<file path="config.mk">
export PLATFORM = sky130hd
export DESIGN_NAME = lapb_link_framer
export DESIGN_NICKNAME = d
export VERILOG_FILES = /design/src/inc/lapb_pkg.sv /design/src/core/lapb_link_framer.sv
export SDC_FILE = /design/constraint.sdc
export NUM_CORES = 2
export LEC_CHECK = 0
export BUFFER_PORTS_ARGS = -buffer_cell sky130_fd_sc_hd__buf_2
export CAP_MARGIN = 25
export CORE_AREA = 2 2 418 730
export CTS_CLUSTER_SIZE = 24
export DETAILED_ROUTE_END_ITERATION = 6
export DIE_AREA = 0 0 420 732
export PLACE_DENSITY_LB_ADDON = 0.1
export SYNTH_ARGS = -nofsm -noshare
export SYNTH_HDL_FRONTEND = slang
export SYNTH_SLANG_ARGS = --single-unit
</file>
<file path="constraint.sdc">
create_clock -name REF_CLK -period 7.3 [get_ports REF_CLK]
set_clock_uncertainty 0.15 [all_clocks]
set_input_delay 1.825 -clock REF_CLK [delete_from_list [all_inputs] [get_ports REF_CLK]]
set_output_delay 1.825 -clock REF_CLK [all_outputs]
set_load 0.01 [all_outputs]
</file>
<file path="src/inc/lapb_pkg.sv">
// Constants and types shared by the LAPB link framer
`default_nettype none
package lapb_pkg;
	// ------------------------------------------------------------
	// Frame layout
	// ------------------------------------------------------------
	localparam logic [7:0]  FLAG_OCTET       = 8'h7e;
	localparam int          MAX_BLOCK_OCTETS = 128;
	localparam int          HDR_OCTETS       = 2;
	localparam int          MIN_FRAME_BITS   = 32;
	localparam int          RX_BUF_OCTETS    = 132;
	localparam logic [10:0] RX_MAX_BITS      = 11'h420;
	localparam logic [2:0]  STUFF_ONES       = 3'h5;
	localparam logic [2:0]  FLAG_DELAY       = 3'h7;
	// ------------------------------------------------------------
	// Station addresses as printed, most significant bit first
	// ------------------------------------------------------------
	localparam logic [7:0]  DEF_LOCAL_ADDR   = 8'hc0;
	localparam logic [7:0]  DEF_PEER_ADDR    = 8'h80;
	// ------------------------------------------------------------
	// Control field codes, poll/final bit cleared
	// ------------------------------------------------------------
	localparam logic [7:0]  PF_MASK          = 8'h10;
	localparam logic [7:0]  S_RR             = 8'h01;
	localparam logic [7:0]  S_RNR            = 8'h05;
	localparam logic [7:0]  S_REJ            = 8'h09;
	localparam logic [7:0]  C_SABM           = 8'h2f;
	localparam logic [7:0]  C_UA             = 8'h63;
	localparam logic [7:0]  C_DISC           = 8'h43;
	localparam logic [7:0]  C_DM             = 8'h0f;
	localparam logic [7:0]  C_FRMR           = 8'h87;
	// ------------------------------------------------------------
	// Frame check sequence, bit-reflected CRC-16
	// ------------------------------------------------------------
	localparam logic [15:0] CRC_POLY         = 16'h8408;
	localparam logic [15:0] CRC_INIT         = 16'hffff;
	localparam logic [15:0] CRC_RESIDUE      = 16'hf0b8;
	typedef enum logic [3:0] {
		L_DOWN  = 4'b0001,
		L_SETUP = 4'b0010,
		L_UP    = 4'b0100,
		L_CLOSE = 4'b1000
	} link_type;
	typedef enum logic [1:0] {
		T_FLAG = 2'b01,
		T_BODY = 2'b10
	} tx_type;
endpackage
`default_nettype wire

</file>
<file path="src/core/lapb_link_framer.sv">
// LAPB combined station: framing, stuffing, FCS and link procedure
// Functional notes
// - host blocks hold 1 to 128 octets
// - frames open and close with 01111110
// - one flag may close and open frames
// - empty information field is legal
// - address and control are one octet
// - command names destination, response names sender
// - basic control field, modulo 8 counts
// - 16-bit FCS before closing flag
// - information length counted in bits
// - commands may start at any time
// - station sends and takes commands, responses
// - information frames are commands only
// - receive ready and not ready supported
// - reject command answered by reject
// - set-mode gets acknowledge, disconnect gets DM
// - poll set demands final set
// - exceptions reported and recovered
// - link setup and disconnect per procedure
`default_nettype none
module lapb_link_framer
	import lapb_pkg::*;
#(
	parameter int MAX_BLOCK = MAX_BLOCK_OCTETS
) (
	input  wire logic        REF_CLK,
	input  wire logic        RST,
	input  wire logic [15:0] BIT_DIV,
	input  wire logic        USE_CFG_ADDR,
	input  wire logic [7:0]  LOCAL_ADDR,
	input  wire logic [7:0]  PEER_ADDR,
	input  wire logic        LINK_OPEN,
	input  wire logic        LINK_CLOSE,
	output logic             LINK_UP,
	input  wire logic [7:0]  TX_DATA,
	input  wire logic        TX_VALID,
	input  wire logic        TX_LAST,
	output logic             TX_READY,
	output logic             TXD,
	output logic             TX_BIT_STROBE,
	input  wire logic        RXD,
	input  wire logic        RX_BIT_VALID,
	output logic [7:0]       RX_DATA,
	output logic             RX_VALID,
	output logic             RX_LAST,
	output logic [3:0]       RX_LAST_BITS,
	input  wire logic        RX_READY
);
	if (MAX_BLOCK < 1 || MAX_BLOCK > MAX_BLOCK_OCTETS) begin : g_chk
		$error("MAX_BLOCK out of range");
	end

	function automatic logic [15:0] crc_step(input logic [15:0] c, input logic b);
		crc_step = (c[0] ^ b) ? ({1'b0, c[15:1]} ^ CRC_POLY) : {1'b0, c[15:1]};
	endfunction

	logic [7:0]  tbuf [MAX_BLOCK];
	logic [7:0]  rbuf [RX_BUF_OCTETS];
	logic [15:0] tdiv, next_tdiv;
	tx_type      tstate, next_tstate;
	logic [7:0]  tsh, next_tsh, tidx, next_tidx, t_len, next_t_len;
	logic [7:0]  t_addr, next_t_addr, t_ctrl, next_t_ctrl;
	logic [2:0]  tbit, next_tbit, tones, next_tones;
	logic        tstuff, next_tstuff, txd, next_txd, tstrobe, next_tstrobe;
	logic [15:0] tcrc, next_tcrc, tfcs, next_tfcs;
	logic        tick, start, took_resp, took_cmd, took_i;
	logic [7:0]  sel_addr, sel_ctrl, sel_len, loc_addr, peer_addr;
	logic [7:0]  rsh, next_rsh, r_addr, next_r_addr, r_ctrl, next_r_ctrl, racc, next_racc;
	logic [2:0]  rones, next_rones, dcnt, next_dcnt;
	logic [6:0]  dly, next_dly;
	logic [10:0] nbits, next_nbits;
	logic [15:0] rcrc, next_rcrc;
	logic        in_frame, next_in_frame, rover, next_rover, frame_good;
	logic        rb_we;
	logic [7:0]  rb_wa, rb_wd;
	link_type    lstate, next_lstate;
	logic        sabm_due, next_sabm_due, disc_due, next_disc_due;
	logic        resp_pend, next_resp_pend, i_sent, next_i_sent, peer_busy, next_peer_busy;
	logic [7:0]  resp_ctrl, next_resp_ctrl, t_cnt, next_t_cnt, t_wr, next_t_wr;
	logic [2:0]  vs, next_vs, vr, next_vr;
	logic        t_loaded, next_t_loaded, deliv, next_deliv, tb_we;
	logic [7:0]  d_idx, next_d_idx, d_last, next_d_last;
	logic [3:0]  d_lbits, next_d_lbits, next_rx_lbits;
	logic [7:0]  next_rx_data;
	logic        next_rx_valid, next_rx_last;
	logic        is_cmd, is_rsp;
	logic [7:0]  pf_f;
	logic [10:0] ib;
	logic [7:0]  ib_oct;

	assign loc_addr  = USE_CFG_ADDR ? LOCAL_ADDR : DEF_LOCAL_ADDR;
	assign peer_addr = USE_CFG_ADDR ? PEER_ADDR : DEF_PEER_ADDR;
	assign tick      = (tdiv == 16'h0000);
	assign TXD       = txd;
	assign TX_BIT_STROBE = tstrobe;
	assign TX_READY  = !t_loaded;
	assign LINK_UP   = (lstate == L_UP);

	// ------------------------------------------------------------
	// Transmitter: bit timing, stuffing and frame assembly
	// ------------------------------------------------------------
	always_comb begin
		next_tdiv = tick ? ((BIT_DIV == 16'h0000) ? 16'h0000 : BIT_DIV - 16'h0001)
		                 : tdiv - 16'h0001;
		next_tstate = tstate;
		{next_tsh, next_tidx, next_t_len} = {tsh, tidx, t_len};
		{next_t_addr, next_t_ctrl, next_tbit, next_tones} = {t_addr, t_ctrl, tbit, tones};
		{next_tstuff, next_txd, next_tcrc, next_tfcs} = {tstuff, txd, tcrc, tfcs};
		next_tstrobe = tick;
		start = 1'b0;
		// Responses go first so a poll is never starved by queued data
		took_resp = 1'b0;
		took_cmd = 1'b0;
		took_i = 1'b0;
		sel_addr = peer_addr;
		sel_len = 8'h00;
		sel_ctrl = 8'h00;
		if (resp_pend) begin
			sel_addr = loc_addr;
			sel_ctrl = (resp_ctrl[1:0] == 2'b01) ? {vr, resp_ctrl[4:0]} : resp_ctrl;
		end else if (sabm_due) begin
			sel_ctrl = C_SABM | PF_MASK;
		end else if (disc_due) begin
			sel_ctrl = C_DISC | PF_MASK;
		end else begin
			sel_ctrl = {vr, 1'b0, vs, 1'b0};
			sel_len = t_cnt;
		end
		if (tick && tstuff) begin
			next_txd = 1'b0;
			next_tstuff = 1'b0;
			next_tones = 3'h0;
		end else if (tick) begin
			next_txd = tsh[0];
			next_tsh = {1'b0, tsh[7:1]};
			next_tbit = tbit + 3'h1;
			if (tstate == T_BODY) begin
				next_tcrc = crc_step(tcrc, tsh[0]);
				next_tones = tsh[0] ? tones + 3'h1 : 3'h0;
				if (tsh[0] && tones == STUFF_ONES - 3'h1) begin
					next_tstuff = 1'b1;
				end
			end
			if (tbit == 3'h7) begin
				if (tstate == T_FLAG) begin
					if (resp_pend || sabm_due || disc_due
					    || (lstate == L_UP && t_loaded && !i_sent && !peer_busy)) begin
						start = 1'b1;
						took_resp = resp_pend;
						took_cmd = !resp_pend && (sabm_due || disc_due);
						took_i = !resp_pend && !sabm_due && !disc_due;
						next_tstate = T_BODY;
						next_tsh = sel_addr;
						next_t_ctrl = sel_ctrl;
						next_t_len = sel_len;
						next_tidx = 8'h01;
						next_tcrc = CRC_INIT;
						next_tones = 3'h0;
					end else begin
						next_tsh = FLAG_OCTET;
					end
				end else begin
					next_tidx = tidx + 8'h01;
					if (tidx == 8'h01) begin
						next_tsh = t_ctrl;
					end else if (tidx < t_len + 8'h02) begin
						next_tsh = tbuf[7'(tidx - 8'h02)];
					end else if (tidx == t_len + 8'h02) begin
						next_tfcs = ~next_tcrc;
						next_tsh = ~next_tcrc[7:0];
					end else if (tidx == t_len + 8'h03) begin
						next_tsh = tfcs[15:8];
					end else begin
						next_tsh = FLAG_OCTET;
						next_tstate = T_FLAG;
						next_tones = 3'h0;
					end
				end
			end
		end
	end

	always_ff @(posedge REF_CLK) begin
		if (RST) begin
			tdiv <= 16'h0000;
			tstate <= T_FLAG;
			tsh <= FLAG_OCTET;
			{tidx, t_len, t_addr, t_ctrl, tbit, tones} <= '0;
			{tstuff, tstrobe} <= 2'b00;
			txd <= 1'b1;
			{tcrc, tfcs} <= {CRC_INIT, CRC_INIT};
		end else begin
			tdiv <= next_tdiv;
			tstate <= next_tstate;
			{tsh, tidx, t_len} <= {next_tsh, next_tidx, next_t_len};
			{t_addr, t_ctrl, tbit, tones} <= {next_t_addr, next_t_ctrl, next_tbit, next_tones};
			{tstuff, txd, tstrobe} <= {next_tstuff, next_txd, next_tstrobe};
			{tcrc, tfcs} <= {next_tcrc, next_tfcs};
		end
		if (tb_we) begin
			tbuf[t_wr[6:0]] <= TX_DATA;
		end
	end

	// ------------------------------------------------------------
	// Receiver: flag hunt, destuffing, FCS check
	// ------------------------------------------------------------
	// A seven-bit delay keeps the leading bits of a closing flag out of the frame
	always_comb begin
		{next_rsh, next_rones, next_dcnt, next_dly} = {rsh, rones, dcnt, dly};
		{next_nbits, next_rcrc, next_in_frame, next_rover} = {nbits, rcrc, in_frame, rover};
		{next_racc, next_r_addr, next_r_ctrl} = {racc, r_addr, r_ctrl};
		frame_good = 1'b0;
		rb_we = 1'b0;
		rb_wa = nbits[10:3];
		rb_wd = {dly[0], racc[7:1]};
		if (RX_BIT_VALID) begin
			next_rsh = {RXD, rsh[7:1]};
			if ({RXD, rsh[7:1]} == FLAG_OCTET) begin
				frame_good = in_frame && !rover && nbits >= 11'(MIN_FRAME_BITS)
				             && rcrc == CRC_RESIDUE;
				next_in_frame = 1'b1;
				{next_nbits, next_dcnt, next_rones, next_rover} = '0;
				next_rcrc = CRC_INIT;
			end else if (RXD && rones == 3'h6) begin
				next_in_frame = 1'b0;
				next_rones = 3'h7;
			end else if (!RXD && rones == STUFF_ONES) begin
				next_rones = 3'h0;
			end else begin
				next_rones = RXD ? ((rones == 3'h7) ? rones : rones + 3'h1) : 3'h0;
				next_dly = {RXD, dly[6:1]};
				if (dcnt != FLAG_DELAY) begin
					next_dcnt = dcnt + 3'h1;
				end else if (in_frame && nbits == RX_MAX_BITS) begin
					next_rover = 1'b1;
				end else if (in_frame) begin
					next_rcrc = crc_step(rcrc, dly[0]);
					next_racc = {dly[0], racc[7:1]};
					next_nbits = nbits + 11'h001;
					if (nbits[2:0] == 3'h7) begin
						rb_we = !deliv && nbits[10:3] >= 8'(HDR_OCTETS);
						if (nbits[10:3] == 8'h00) next_r_addr = rb_wd;
						if (nbits[10:3] == 8'h01) next_r_ctrl = rb_wd;
					end
				end
			end
		end
	end

	always_ff @(posedge REF_CLK) begin
		if (RST) begin
			{rsh, rones, dcnt, dly, nbits, in_frame, rover, racc, r_addr, r_ctrl} <= '0;
			rcrc <= CRC_INIT;
		end else begin
			{rsh, rones, dcnt, dly} <= {next_rsh, next_rones, next_dcnt, next_dly};
			{nbits, rcrc, in_frame, rover} <= {next_nbits, next_rcrc, next_in_frame, next_rover};
			{racc, r_addr, r_ctrl} <= {next_racc, next_r_addr, next_r_ctrl};
		end
		if (rb_we) begin
			rbuf[rb_wa] <= rb_wd;
		end
	end

	// ------------------------------------------------------------
	// Link procedure, host block intake and delivery
	// ------------------------------------------------------------
	always_comb begin
		next_lstate = lstate;
		{next_sabm_due, next_disc_due} = {sabm_due, disc_due};
		{next_resp_pend, next_resp_ctrl, next_i_sent} = {resp_pend, resp_ctrl, i_sent};
		{next_peer_busy, next_vs, next_vr} = {peer_busy, vs, vr};
		{next_t_loaded, next_t_cnt, next_t_wr} = {t_loaded, t_cnt, t_wr};
		{next_deliv, next_d_idx, next_d_last, next_d_lbits} = {deliv, d_idx, d_last, d_lbits};
		{next_rx_data, next_rx_valid, next_rx_last, next_rx_lbits} =
			{RX_DATA, RX_VALID, RX_LAST, RX_LAST_BITS};
		is_cmd = (r_addr == loc_addr);
		is_rsp = (r_addr == peer_addr);
		pf_f = (is_cmd && r_ctrl[4]) ? PF_MASK : 8'h00;
		ib = nbits - 11'(MIN_FRAME_BITS);
		ib_oct = ib[10:3] + {7'h00, ib[2:0] != 3'h0};
		tb_we = TX_VALID && !t_loaded;
		if (tb_we) begin
			if (TX_LAST || t_wr == 8'(MAX_BLOCK - 1)) begin
				next_t_loaded = 1'b1;
				next_t_cnt = t_wr + 8'h01;
				next_t_wr = 8'h00;
			end else begin
				next_t_wr = t_wr + 8'h01;
			end
		end
		// A request arriving as the previous one is taken must not be lost
		if (took_cmd) {next_sabm_due, next_disc_due} = 2'b00;
		if (LINK_OPEN) begin
			{next_sabm_due, next_disc_due} = 2'b10;
			next_lstate = L_SETUP;
		end else if (LINK_CLOSE) begin
			{next_sabm_due, next_disc_due} = 2'b01;
			next_lstate = L_CLOSE;
		end
		if (took_resp) next_resp_pend = 1'b0;
		if (took_i) next_i_sent = 1'b1;
		if (deliv && (!RX_VALID || RX_READY)) begin
			next_rx_data = rbuf[d_idx];
			next_rx_valid = 1'b1;
			next_rx_last = (d_idx == d_last);
			next_rx_lbits = (d_idx == d_last) ? d_lbits : 4'h8;
			next_d_idx = d_idx + 8'h01;
			next_deliv = (d_idx != d_last);
		end else if (RX_READY) begin
			next_rx_valid = 1'b0;
		end
		if (frame_good && (is_cmd || is_rsp) && lstate == L_UP && r_ctrl[1:0] != 2'b11
		    && i_sent && r_ctrl[7:5] == vs + 3'h1) begin
			{next_vs, next_i_sent, next_t_loaded} = {vs + 3'h1, 2'b00};
		end
		// Hardware events beat the transmitter's clear of the pending response
		if (frame_good && (is_cmd || is_rsp)) begin
			if (!r_ctrl[0]) begin
				if (is_rsp) begin
					{next_resp_pend, next_resp_ctrl} = {1'b1, C_FRMR};
				end else if (lstate != L_UP) begin
					if (r_ctrl[4]) {next_resp_pend, next_resp_ctrl} = {1'b1, C_DM | pf_f};
				end else if (deliv) begin
					{next_resp_pend, next_resp_ctrl} = {1'b1, S_RNR | pf_f};
				end else if (r_ctrl[3:1] == vr) begin
					{next_resp_pend, next_resp_ctrl} = {1'b1, S_RR | pf_f};
					next_vr = vr + 3'h1;
					next_deliv = (ib != 11'h000);
					next_d_idx = 8'(HDR_OCTETS);
					next_d_last = 8'(HDR_OCTETS) + ib_oct - 8'h01;
					next_d_lbits = (ib[2:0] == 3'h0) ? 4'h8 : {1'b0, ib[2:0]};
				end else begin
					{next_resp_pend, next_resp_ctrl} = {1'b1, S_REJ | pf_f};
				end
			end else if (!r_ctrl[1]) begin
				if (lstate == L_UP) begin
					next_peer_busy = (r_ctrl[3:2] == 2'b01);
					if (r_ctrl[3:2] == 2'b10 && r_ctrl[7:5] == vs) next_i_sent = 1'b0;
					if (is_cmd && r_ctrl[4]) begin
						next_resp_pend = 1'b1;
						next_resp_ctrl = (r_ctrl[3:2] == 2'b10) ? (S_REJ | pf_f)
						                : ((deliv ? S_RNR : S_RR) | pf_f);
					end
				end else if (is_cmd && r_ctrl[4]) begin
					{next_resp_pend, next_resp_ctrl} = {1'b1, C_DM | pf_f};
				end
			end else begin
				unique case (r_ctrl & ~PF_MASK)
					C_SABM: if (is_cmd) begin
						{next_resp_pend, next_resp_ctrl} = {1'b1, C_UA | pf_f};
						next_lstate = L_UP;
						{next_vs, next_vr} = 6'h00;
						{next_i_sent, next_peer_busy} = 2'b00;
					end
					C_DISC: if (is_cmd) begin
						{next_resp_pend, next_resp_ctrl} = {1'b1, C_DM | pf_f};
						next_lstate = L_DOWN;
					end
					C_UA: if (is_rsp && lstate == L_SETUP) begin
						next_lstate = L_UP;
						{next_vs, next_vr, next_i_sent} = 7'h00;
					end else if (is_rsp && lstate == L_CLOSE) begin
						next_lstate = L_DOWN;
					end
					C_DM: if (is_rsp) next_lstate = L_DOWN;
					C_FRMR: if (is_rsp) begin
						next_sabm_due = 1'b1;
						next_lstate = L_SETUP;
					end
					default: if (is_cmd) {next_resp_pend, next_resp_ctrl} = {1'b1, C_FRMR | pf_f};
				endcase
			end
		end
	end

	always_ff @(posedge REF_CLK) begin
		if (RST) begin
			lstate <= L_DOWN;
			{sabm_due, disc_due, resp_pend, resp_ctrl, i_sent, peer_busy, vs, vr} <= '0;
			{t_loaded, t_cnt, t_wr, deliv, d_idx, d_last, d_lbits} <= '0;
			{RX_DATA, RX_VALID, RX_LAST, RX_LAST_BITS} <= '0;
		end else begin
			lstate <= next_lstate;
			{sabm_due, disc_due} <= {next_sabm_due, next_disc_due};
			{resp_pend, resp_ctrl, i_sent} <= {next_resp_pend, next_resp_ctrl, next_i_sent};
			{peer_busy, vs, vr} <= {next_peer_busy, next_vs, next_vr};
			{t_loaded, t_cnt, t_wr} <= {next_t_loaded, next_t_cnt, next_t_wr};
			{deliv, d_idx, d_last, d_lbits} <= {next_deliv, next_d_idx, next_d_last, next_d_lbits};
			{RX_DATA, RX_VALID, RX_LAST, RX_LAST_BITS} <=
				{next_rx_data, next_rx_valid, next_rx_last, next_rx_lbits};
		end
	end
endmodule
`default_nettype wire

</file>
Yosys cells after proc, flatten, opt, wreduce, memory -nomap -nowiden. Memory sizes are Yosys's and may differ from the RTL's. A register that Yosys moved wholly into a read port is not among the register bits. Index checks and enable logic that the tools add are counted.

Add/subtract/negate cells: 19. Order comparisons: 3. Equal/unequal tests: 60. Muxes and demuxes: 201. Bitwise logic cells: 20. Reduce and logical (&&, ||, !) cells: 82.

Operator list (count): two-way mux 8 bit (38); two-way mux 16 bit (16); two-way mux 3 bit (33); two-way mux 1 bit (80); two-way mux 11 bit (6); two-way mux 4 bit (15); == test 8 bit (5); logical NOT 16 bit (2); subtractor 16 x 1 -> 16 bit (second input constant) (2); AND reduction 9 bit (3); logical AND 1 bit (26); adder 8 x 1 -> 8 bit (second input constant) (3); != test 2 bit (second input constant) (12); one-hot mux 8 bit (3 select lines) (1); one-hot mux 4 bit (5 select lines) (1); AND reduction 5 bit (4); adder 3 x 1 -> 3 bit (second input constant) (6); == test 3 bit (second input constant) (6); nonzero test 2 bit (9); adder 8 x 2 -> 8 bit (second input constant) (2); == test 16 bit (second input constant) (1); == test 8 x 1 -> 1 bit (second input constant) (2); == test 8 x 7 -> 1 bit (second input constant) (2); inverter 16 bit (1); other kinds (51) (109).

Register bits: 232. RAM bits: 2080. Output and inout bits: 18. Memories: 2.

Memories: rbuf (depth 132, width 8, read ports 1, clocked after Yosys merged registers in 1, wr ports 1, RTL line lapb_link_framer.sv:59) `logic [7:0] rbuf [RX_BUF_OCTETS];`; tbuf (depth 128, width 8, read ports 1, clocked after Yosys merged registers in 0, wr ports 1, RTL line lapb_link_framer.sv:58) `logic [7:0] tbuf [MAX_BLOCK];`.

Longest topological paths before layout.
Word-level depth: 18. Mapped depth: 18.

Worst setup path after synthesis. OpenSTA, ideal clock, no wires.

Kind: in2reg. Start point: in RXD. End point: mem rbuf[128][0] (enable). Arrival: 4.118 ns. Data required time: 6.767 ns. Path slack: 2.648 ns. Cell stages on the path: 9. Path buffers: 1. Cell sequence: clkbuf_1 > mux2_2 > a21boi_2 > nand3_1 > nor2_1 > o2111a_1 > and2_1 > nand4b_1 > nor3_1.

Longest elaborated chain between the ends: 8.

RTL lines: from (decl) (RTL line lapb_link_framer.sv:42) `input wire logic RXD,`; logical NOT 1 bit (RTL line lapb_link_framer.sv:229) `end else if (!RXD && rones == STUFF_ONES) begin`; logical AND 1 bit (RTL line lapb_link_framer.sv:229); two-way mux 1 bit (RTL line lapb_link_framer.sv:229); two-way mux 1 bit (RTL line lapb_link_framer.sv:226) `end else if (RXD && rones == 3'h6) begin`; two-way mux 1 bit (*) (RTL line lapb_link_framer.sv:220) `if ({RXD, rsh[7:1]} == FLAG_OCTET) begin`; two-way mux 1 bit (*) (RTL line lapb_link_framer.sv:218) `if (RX_BIT_VALID) begin`; two-way mux 1 bit (*) (RTL line lapb_link_framer.sv:261) `if (rb_we) begin`; two-way mux 1 bit (implied by the code) (*) (RTL line lapb_link_framer.sv:262) `rbuf[rb_wa] <= rb_wd;`; to (decl) (RTL line lapb_link_framer.sv:59).

Mark *: on every way between the ends. The rest lies on a longest branch, timed or not.

Final worst setup path.
Start point: reg tidx[1]. End point: reg tsh[5].

Longest elaborated chain between the ends: 7.

RTL lines: from (decl) (RTL line lapb_link_framer.sv:62) `logic [7:0] tsh, next_tsh, tidx, next_tidx, t_len, next_t_len;`; from (signal assigned) (RTL line lapb_link_framer.sv:196) `{tsh, tidx, t_len} <= {next_tsh, next_tidx, next_t_len};`; branches (longest 4 deep; another with memory read (128 x 8 bit)); two-way mux 8 bit (*) (RTL line lapb_link_framer.sv:165) `if (tidx == 8'h01) begin`; two-way mux 8 bit (*) (RTL line lapb_link_framer.sv:146) `if (tstate == T_FLAG) begin`; two-way mux 8 bit (*) (RTL line lapb_link_framer.sv:145) `if (tbit == 3'h7) begin`; to (signal assigned) (RTL line lapb_link_framer.sv:196); to (decl) (RTL line lapb_link_framer.sv:62).

Every way passes the cells marked *. A chain may end at the register's enable or synchronous reset.

==> impl_metrics.csv <==
group,metric,value,unit
cells_and_area,drive_above_1_share,18.22,%
clock_network,clk_latency,910,ps
die,dieHeight,732,um
routing,drc_errors,0,
clock_network,cts_sinks,2309,
die,pin_count,68,
grt,grt_max_degree,121,
place,io_buffers,67,
timing,fmax,203.4,MHz
clock_network,post_cts_buffers,0,
worst_setup_path,critical_path_required,7970,ps
yosys,synth.avg_cell_area,17.08,um2
power_and_ir_drop,power,0.02714,W
clock_network,ctsHoldBuffers,0,
timing,worst_pin_slew,1159,ps
grt,antenna_found_initial,23,
place,place_congestion,0.8249,
routing,drt_iter0_drc,3071,
place,place_hpwl,195700,um
routing,drtAntennaViolNets,0,
clock_network,cts_buffers,226,
cells_and_area,final_area,106200,um2
routing,avgRoutedWirePerCell,29.88,um
grt,grt_pass1_vias,52860,
yosys,yosysMostFrequentCell,"edfxtp_1",
worst_setup_path,cp_max_fo,35,
routing,viasPerCell,5.051,
timing,layout_setup_ws,2384,ps
worst_hold_path,hp-class,"register to register",
worst_setup_path,cp-start-kind,"register",
clock_network,cts_tree,"done",
yosys,ys_top_cells_by_area,"edfxtp_1 67%, mux4_2 9.9%, dfxtp_1 4.9%",
routing,drt-total-wl,293600,um
yosys,synth_top_area_share,67.10,%
place,place_area,98620,um2
die,rows,267,
yosys,synth_cells,5451,
yosys,synth.cell_area,93080,um2
worst_setup_path,critPathArrivalTime,5590,ps
power_and_ir_drop,ir_drop,0.0002024,V
routing,drtPass1Iterations,5,
die,start_util,30.85,%
flow_run,cap_violations,0,
yosys,yosys-top-cells-count,"2080 x edfxtp_1, 456 x nor2_1, 412 x nand2_1",
timing,setup_viol,0,
clock_network,cts_max_level,4,
yosys,post-synth-top-area-cell,"edfxtp_1",
timing,post-route-min-period,4916,ps
worst_setup_path,end_kind,"register",
worst_setup_path,path_class,"register to register",
yosys,synth_edf_count,2080,
worst_setup_path,ff2ff_setup_slack,2380,ps
timing,fin_crit_sh,67.35,%
cells_and_area,area_growth,14.10,%
place,dpl_worst_slack,1453,ps
grt,grt_util_all_layers,18.93,%
clock_network,cts.path.max_buffers,4,
run_status,status,"completed",
grt,gr-total-overflow,0,
grt,grt_pass1_wl,412000,um
timing,relSlewSlack,21.73,%
clock_network,cts_resized,0,
yosys,ys_types,95,
clock_network,cts.reportedPaths.clkPinSlew,60,ps
timing,hold_viol,0,
power_and_ir_drop,powerDensity,255.6,nW/um2
die,dieArea,307400,um2
power_and_ir_drop,p_leak,34.10,nW
timing,rsz0062_at_grt,"no",
clock_network,root_buffer,"clkbuf_16",
yosys,yosysSeqAreaShare,72.03,%
cells_and_area,fin_nets,5695,
yosys,synthFlopType,"edfxtp_1",
die,dieWidth,420,um
yosys,synth-async-reset-ratio,0,%
timing,report.final.slew_viol_count,0,
routing,num_vias,49640,
die,fp.coreArea,301700,um2
yosys,yosys_warnings,0,
yosys,synth-seq-cells,2309,
timing,timing.setup.tns,0,ps
## final timing paths
path                                              start                           end  depth (start not counted)
worst min register to register  d_lbits[3]$_SDFFE_PP0P_  RX_LAST_BITS[3]$_SDFFE_PP0P_                          2
worst max register to register     tidx[1]$_SDFFE_PP0P_           tsh[5]$_SDFFE_PP1P_                         11
worst min-delay path            d_lbits[3]$_SDFFE_PP0P_  RX_LAST_BITS[3]$_SDFFE_PP0P_                          2
worst max-delay path               tidx[1]$_SDFFE_PP0P_           tsh[5]$_SDFFE_PP1P_                         11
## flip-flops by register name (all words and copies together), names as in the netlist, 11 cells and up
name	cells
tcrc	16
nbits	11
rbuf	1056
tbuf	1024
tdiv	16
rcrc	16
## power by group
group | internal, W | total [W] | switching [W]
combinational | 0.000214 | 0.000658 | 0.000445
clock | 0.00688 | 0.0121 | 0.00520
sequential | 0.0144 | 0.0144 | 0.0000586
## per-stage QoR
step	std cells	hold WS [ps]	utilization, %
after floorplan	5466	273.7	-
after global placement	9375	295.6	32.60
after detailed placement	9404	297.8	32.69
after CTS	9813	311.0	35.17
after global routing	9825	340.0	35.20
final	9828	305.9	35.21
## layer usage
metal,wire length (um),vias up,global-route usage [%],part of all wire (%)
met5,125,-,0,0.043
met4,16960,18,9.503,5.8
met3,11520,499,2.927,3.9
met2,164500,1082,36.63,56
met1,100500,26030,19.30,34
li1,-,22020,-,-
## cells in the final DEF, fill, tap and decap left out, drive strengths merged, types with 11 or more instances in the layout
| cell | n |
|---|---|
| edfxtp | 2080 |
| nor2 | 460 |
| mux4 | 412 |
| nand2 | 412 |
| mux2i | 355 |
| clkbuf | 259 |
| buf | 231 |
| dfxtp | 229 |
| o221ai | 135 |
| a21oi | 119 |
| nand3 | 104 |
| o22ai | 88 |
| clkinv | 88 |
| a211oi | 77 |
| o21ai | 70 |
| xor2 | 67 |
| inv | 51 |
| xnor2 | 48 |
| ha | 41 |
| nor3 | 36 |
| bufinv | 31 |
| clkinvlp | 28 |
| a22oi | 26 |
| nand4 | 25 |
| a31oi | 25 |
| a32oi | 23 |
| nor2b | 20 |
| nor4 | 20 |
| nand2b | 19 |
| conb | 16 |
| nand3b | 16 |
| and2 | 15 |
| nor3b | 12 |
| or3 | 12 |
| o211ai | 11 |
## cell families (layout without fill, tap and decap cells)
group | count (synthesis) | after routing | synth area share, %
other | 1 | 24 | 0.004029
AND/OR/NAND/NOR | 1190 | 1190 | 5.634
adder cells (fa/ha/maj) | 41 | 41 | 0.5511
flip-flops | 2309 | 2309 | 72.03
AO/OA/AOI/OAI | 652 | 652 | 5.006
buffers and inverters | 369 | 688 | 1.817
XOR/XNOR | 115 | 115 | 1.082
multiplexers | 774 | 774 | 13.88
## layout make-up
type	count	area, um2
clock buffers	258	5892
diodes	8	20.02
repair buffers	232	1882
inverters	47	176.4
multi-input cells	2788	24500
flip-flops and latches	2309	67090
well taps	4035	5049
clock inverters	151	1597
fillers	28470	195500
## worst max-delay path: stages, from the launching register on
cell	delay [ps]
dfxtp_4	680
clkinv_1	240
buf_4	260
ha_4	810
buf_4	570
mux4_2	310
nand2_1	60
a32oi_1	240
a31oi_1	310
a221oi_1	770
o22ai_1	190
o21ai_0	170
Power figures use the tool's default switching activity.
